==> config.mk <==
export PLATFORM = sky130hd
export DESIGN_NAME = adcpm_ctrl
export DESIGN_NICKNAME = d
export VERILOG_FILES = /design/src/hw/adcpm_pkg.sv /design/src/hw/adcpm_ctrl.sv
export VERILOG_INCLUDE_DIRS = /design/src /design/src/hw
export SDC_FILE = /design/constraint.sdc
export NUM_CORES = 1
export LEC_CHECK = 0
export BUFFER_PORTS_ARGS = -buffer_cell sky130_fd_sc_hd__buf_2
export CORE_MARGIN = 2
export CORE_UTILIZATION = 33
export DETAILED_ROUTE_END_ITERATION = 8
export PLACE_DENSITY = 0.57
export SETUP_SLACK_MARGIN = 0.05
export SLEW_MARGIN = 5
export SYNTH_ARGS = -nofsm -noshare
export SYNTH_HDL_FRONTEND = slang
export SYNTH_SLANG_ARGS = --single-unit
==> constraint.sdc <==
create_clock -name ref_clk -period 1.8 [get_ports ref_clk]
set_input_delay 0.09 -clock ref_clk [delete_from_list [all_inputs] [get_ports ref_clk]]
set_output_delay 0.09 -clock ref_clk [all_outputs]
set_load 0.03 [all_outputs]
==> src/hw/adcpm_defines.svh <==
`ifndef ADCPM_DEFINES_SVH
`define ADCPM_DEFINES_SVH
`define ADCPM_CNT_W        5
`define ADCPM_GLITCH_EDGES 5'h02
`define ADCPM_KEEP_EDGES   5'h0A
`define ADCPM_TRACK_EDGES  5'h0D
`define ADCPM_FULL_EDGES   5'h10
`define ADCPM_LEAD_ZEROS   5'h04
`define ADCPM_RES_W        12
`define ADCPM_PWRUP_NS     1000
`define ADCPM_CLK_NS       4
`define ADCPM_PWRUP_CYC    ((`ADCPM_PWRUP_NS + `ADCPM_CLK_NS - 1) / `ADCPM_CLK_NS)
`define ADCPM_PWRUP_W      9
`endif

==> src/hw/adcpm_pkg.sv <==
package adcpm_pkg;
  typedef enum logic [3:0] {
    ADCPM_UNKNOWN = 4'h1,
    ADCPM_NORMAL  = 4'h2,
    ADCPM_DOWN    = 4'h4,
    ADCPM_WAKING  = 4'h8
  } adcpm_pwr_t;
endpackage : adcpm_pkg

==> src/hw/adcpm_ctrl.sv <==
`include "adcpm_defines.svh"
module adcpm_ctrl (
  input  wire logic                      ref_clk,
  input  wire logic                      rstn,
  input  wire logic                      frame_sel_n,
  input  wire logic                      sclk,
  input  wire logic [`ADCPM_RES_W-1:0]   conv_result,
  output logic                           serial_result_out,
  output logic                           serial_result_oe_n,
  output logic                           hold_q,
  output logic                           powered_q,
  output logic                           mode_known_q,
  output logic                           sample_pulse_q
);
  logic [1:0] cs_sync_q;
  logic [1:0] ck_sync_q;
  logic       cs_d1_q;
  logic       ck_d1_q;
  logic       cs_fall;
  logic       cs_rise;
  logic       ck_fall;
  logic       ck_rise;
  logic [`ADCPM_CNT_W-1:0]   edges_q;
  logic [`ADCPM_RES_W-1:0]   shreg_q;
  logic                      active_q;
  logic                      out_q;
  logic                      oe_n_q;
  logic [`ADCPM_PWRUP_W-1:0] pwr_cnt_q;
  adcpm_pkg::adcpm_pwr_t     pwr_q;

  // pins are asynchronous: two flops before any use
  always_ff @(posedge ref_clk) begin
    if (!rstn) begin
      cs_sync_q <= 2'h3;
      ck_sync_q <= 2'h0;
      cs_d1_q   <= 1'b1;
      ck_d1_q   <= 1'b0;
    end else begin
      cs_sync_q <= {cs_sync_q[0], frame_sel_n};
      ck_sync_q <= {ck_sync_q[0], sclk};
      cs_d1_q   <= cs_sync_q[1];
      ck_d1_q   <= ck_sync_q[1];
    end
  end
  assign cs_fall = cs_d1_q & ~cs_sync_q[1];
  assign cs_rise = ~cs_d1_q & cs_sync_q[1];
  assign ck_fall = ck_d1_q & ~ck_sync_q[1] & active_q;
  assign ck_rise = ~ck_d1_q & ck_sync_q[1] & active_q;

  // frame sequencing: edge count, shift register, output enable
  always_ff @(posedge ref_clk) begin
    if (!rstn) begin
      edges_q        <= '0;
      shreg_q        <= '0;
      active_q       <= 1'b0;
      out_q          <= 1'b0;
      oe_n_q         <= 1'b1;
      sample_pulse_q <= 1'b0;
    end else begin
      sample_pulse_q <= 1'b0;
      if (cs_fall) begin
        edges_q        <= '0;
        shreg_q        <= conv_result;
        sample_pulse_q <= 1'b1;
        active_q       <= 1'b1;
        out_q          <= 1'b0;                 // first leading zero
        oe_n_q         <= (pwr_q == adcpm_pkg::ADCPM_DOWN);
      end else if (cs_rise) begin
        active_q <= 1'b0;
        oe_n_q   <= 1'b1;
      end else if (ck_fall) begin
        edges_q <= edges_q + 5'h01;
        if (edges_q + 5'h01 >= `ADCPM_FULL_EDGES) begin
          oe_n_q   <= 1'b1;
          active_q <= 1'b0;
        end else if (edges_q + 5'h01 >= `ADCPM_LEAD_ZEROS) begin
          out_q   <= shreg_q[`ADCPM_RES_W-1];   // msb first
          shreg_q <= {shreg_q[`ADCPM_RES_W-2:0], 1'b0};
        end else begin
          out_q <= 1'b0;
        end
      end
    end
  end
  assign serial_result_out  = out_q;
  assign serial_result_oe_n = oe_n_q;

  // track/hold: starts tracking, as after supply application
  always_ff @(posedge ref_clk) begin
    if (!rstn) begin
      hold_q <= 1'b0;
    end else if (cs_fall) begin
      hold_q <= 1'b1;
    end else if (pwr_q == adcpm_pkg::ADCPM_WAKING && (ck_fall || ck_rise)
                 && edges_q == '0) begin
      hold_q <= 1'b0;
    end else if (ck_rise && edges_q >= `ADCPM_TRACK_EDGES) begin
      hold_q <= 1'b0;
    end else if (cs_rise && pwr_q != adcpm_pkg::ADCPM_DOWN) begin
      hold_q <= 1'b0;
    end
  end

  // power state; the mode from supply on is unknown
  always_ff @(posedge ref_clk) begin
    if (!rstn) begin
      pwr_q        <= adcpm_pkg::ADCPM_UNKNOWN;
      mode_known_q <= 1'b0;
      pwr_cnt_q    <= '0;
    end else begin
      case (pwr_q)
        adcpm_pkg::ADCPM_UNKNOWN, adcpm_pkg::ADCPM_NORMAL: begin
          if (cs_rise) begin
            mode_known_q <= 1'b1;
            if (edges_q >= `ADCPM_GLITCH_EDGES && edges_q < `ADCPM_KEEP_EDGES) begin
              pwr_q <= adcpm_pkg::ADCPM_DOWN;
            end else if (edges_q >= `ADCPM_KEEP_EDGES) begin
              pwr_q <= adcpm_pkg::ADCPM_NORMAL;
            end else if (pwr_q == adcpm_pkg::ADCPM_UNKNOWN) begin
              mode_known_q <= 1'b0;             // glitch
            end
          end
        end
        adcpm_pkg::ADCPM_DOWN: begin
          if (cs_fall) begin
            pwr_q     <= adcpm_pkg::ADCPM_WAKING;
            pwr_cnt_q <= '0;
          end
        end
        adcpm_pkg::ADCPM_WAKING: begin
          if (pwr_cnt_q != `ADCPM_PWRUP_W'(`ADCPM_PWRUP_CYC)) begin
            pwr_cnt_q <= pwr_cnt_q + 9'h001;
          end
          if (cs_rise) begin
            pwr_q <= (edges_q >= `ADCPM_KEEP_EDGES) ? adcpm_pkg::ADCPM_NORMAL
                                                    : adcpm_pkg::ADCPM_DOWN;
          end
        end
        default: pwr_q <= adcpm_pkg::ADCPM_UNKNOWN;
      endcase
    end
  end

  // powered in normal mode, or while waking once 1 us has passed
  always_comb begin
    powered_q = (pwr_q == adcpm_pkg::ADCPM_NORMAL) ||
                (pwr_q == adcpm_pkg::ADCPM_WAKING &&
                 pwr_cnt_q == `ADCPM_PWRUP_W'(`ADCPM_PWRUP_CYC));
  end
endmodule : adcpm_ctrl

==> flow_metrics.env <==
export IMPL_status="complete, no violations"
export IMPL_synth_cell_types=53
export IMPL_grt_usage=0.133
export IMPL_antenna_cells=0
export IMPL_critPathLaunchType="register"
export IMPL_grt_pass1_vias=1749
export IMPL_antenna_left=0
export IMPL_die_w_um=86.9
export IMPL_fillCellCount=681
export IMPL_peakVddDrop_uv=359
export IMPL_antenna_found_initial=0
export IMPL_boundaryPins=22
export IMPL_start_util=0.338
export IMPL_grt_max_degree=24
export IMPL_drtIter0Drc=63
export IMPL_numCtsBuffers=5
export IMPL_drv_cap=0
export IMPL_timing_final_crit_share=0.933
export IMPL_cts_root_buffer="clkbuf_8"
export IMPL_synth_top_cell_area_share=0.370
export IMPL_synthCells=248
export IMPL_clock_sinks=42
export IMPL_fp_coreArea_um2=6720
export IMPL_rows=30
export IMPL_grt_setup_unrepaired="yes"
export IMPL_maxSlewHeadroom=0.690
export IMPL_fin_worst_skew_ns=0.0100
export IMPL_dieHeight_um=86.9
export IMPL_max_freq_mhz=595
export IMPL_synth_area_leaders="dfxtp_1 (37%), mux2i_1 (6.6%), nand2_1 (6.3%), mux2_2 (5.5%), ha_1 (4.4%)"
export IMPL_dp_hpwl_um=3310
export IMPL_grt_overflow=0
export IMPL_synth_top_cell_by_area="dfxtp_1"
export IMPL_worstSkewPairLatency_ns=0.30
export IMPL_worstMarginPinSlew_ns=0.465
export IMPL_synth_fp_nets=272
export IMPL_finalPower_mw=1.72
export IMPL_synth_seq_cells=42
export IMPL_p_per_area_nw_per_um2=642
export IMPL_finalMaxSlewViolations=0
export IMPL_hp_class="in2reg"
export IMPL_via_per_inst=4.91
export IMPL_grt_pass1_wl_um=8020
export IMPL_nets=303
export IMPL_cts_clk_slew_worst_paths_ns=0.10
export IMPL_via_count=1769
export IMPL_globalplace_congestion=0.761
export IMPL_synth_async_reset_ratio=0
export IMPL_final_layout_size_suffix_gt1_frac=0.264
export IMPL_area_delta_synth_final_pct=17.8
export IMPL_tns_ns=0
export IMPL_crit_path_end_kind="primary output"
export IMPL_drt_wl_total_um=4500
export IMPL_synth_edff_count=0
export IMPL_numPortBuffers=21
export IMPL_crit_required_ns=1.71
export IMPL_cts_tree="yes"
export IMPL_die_area_um2=7560
export IMPL_arrival_ns=1.59
export IMPL_drt_pass1_iterations=4
export IMPL_cp_max_fo=4
export IMPL_syn_cell_area_um2=2270
export IMPL_multi_input_area_um2=1330
export IMPL_seqCellArea_um2=843
export IMPL_htreeDepth=2
export IMPL_hold_viol=0
export IMPL_synth_warnings=0
export IMPL_synth_most_common_cell="dfxtp_1"
export IMPL_synthFlopType="dfxtp_1"
export IMPL_synth_common_cells="dfxtp_1 (42), nand2_1 (38), mux2i_1 (15), nor2_1 (15)"
export IMPL_wire_per_inst_um=12.5
export IMPL_setup_viol=0
export IMPL_syn_avg_cell_area_um2=9.15
export IMPL_p_leak_nw=1.09
export IMPL_clock_path_buffers=2
export IMPL_crit_type="reg2out"
export IMPL_finalCriticalPeriod_ns=1.68
export IMPL_drc=0
export IMPL_yosysSeqAreaShare=0.370
[worst max-delay path: stages, from the launching register on]
cell and delay (ns):
dfxtp_2 0.35, inv_1 0.05, ha_1 0.13, nor3b_4 0.19, and3_4 0.22, a21oi_2 0.05
nor3_2 0.11, buf_4 0.18
[metrics by stage]
stage	std cells	cell area [um2]	setup slack, ns	util	hold WS [ns]
6_report	360	2670	0.120	0.398	0.0466
5_1_grt	360	2670	0.0192	0.398	0.0342
4_1_cts	359	2650	0.0642	0.394	0.0302
3_5_place_dp	349	2520	0.189	0.375	0.274
3_3_place_gp	349	2520	0.199	0.375	0.275
2_1_floorplan	248	2270	0.113	-	0.191
[per-layer routing]
metal | track usage | up-vias | share of wire
met5 | 0 | - | 0
met4 | 0.0469 | 0 | 0.016
met3 | 0.0303 | 6 | 0.033
met2 | 0.200 | 25 | 0.43
met1 | 0.186 | 811 | 0.52
li1 | - | 927 | -
[power breakdown]
part           leakage, nW  total, mW  internal, mW  switching [mW]
registers            0.340      0.945         0.939         0.00588
logic                0.698      0.112        0.0529          0.0595
clock network       0.0495      0.659         0.288           0.371
total                 1.09       1.72          1.28           0.436
[registers in the layout, indices dropped and copies added, names as in the netlist]
name / count
ck_d1_q: 1
serial_result_out: 1
shreg_q: 12
sample_pulse_q: 1
edges_q: 5
serial_result_oe_n: 1
ck_sync_q: 2
cs_sync_q: 2
hold_q: 1
pwr_q: 4
pwr_cnt_q: 9
active_q: 1
mode_known_q: 1
cs_d1_q: 1
[final cells by class]
type	instances	area share
clock buffer	5	0.0257
clock inverter	3	0.00983
inverter	11	0.0154
multi-input combinational	180	0.499
sequential	42	0.316
tap	80	0.0375
timing repair buffer	39	0.0974
[logic make-up after synthesis]
group | share of synthesized area
multiplexers | 0.121
XOR/XNOR | 0.0424
adder cells (fa/ha/maj) | 0.0441
flip-flops | 0.370
AND/OR/NAND/NOR | 0.217
buffers and inverters | 0.0557
AO/OA/AOI/OAI | 0.150
[cells in the final DEF (no fill, tap or decap), drive strengths merged, types with 2 or more instances in the layout]
| cell | n |
|---|---|
| and4 | 2 |
| a21oi | 9 |
| dlygate4sd3 | 2 |
| clkbuf | 5 |
| dfxtp | 42 |
| mux2i | 15 |
| nor3b | 4 |
| mux2 | 11 |
| o21ai | 6 |
| nor2b | 4 |
| ha | 8 |
| xnor2 | 5 |
| o2111ai | 2 |
| nand3b | 3 |
| nor2 | 15 |
| buf | 37 |
| or4b | 2 |
| nor3 | 4 |
| nand3 | 5 |
| or3 | 4 |
| a211oi | 4 |
| xor2 | 6 |
| inv | 14 |
| and2 | 3 |
| o21a | 3 |
| nand2 | 38 |
| nand2b | 4 |
[worst paths after layout]
kind,startpoint,slack (ns),to,cells after the start
max,pwr_cnt_q[0]$_SDFFE_PN0P_,0.12,powered_q,7
min,conv_result[0],0.05,shreg_q[0]$_SDFFE_PN0P_,3
max reg2reg,cs_d1_q$_SDFF_PN1_,0.22,shreg_q[7]$_SDFFE_PN0P_,7
min reg2reg,cs_sync_q[0]$_SDFF_PN1_,0.41,cs_sync_q[1]$_SDFF_PN1_,1
[timing repair]
item                       CTS  global route
hold buffers                 2             0
setup endpoints to repair    1             6
buffers inserted             0             1
pin swaps                    0             0
gates resized for setup      5             6
hold endpoints to repair     2             0
(Power assumes the default switching activity.)
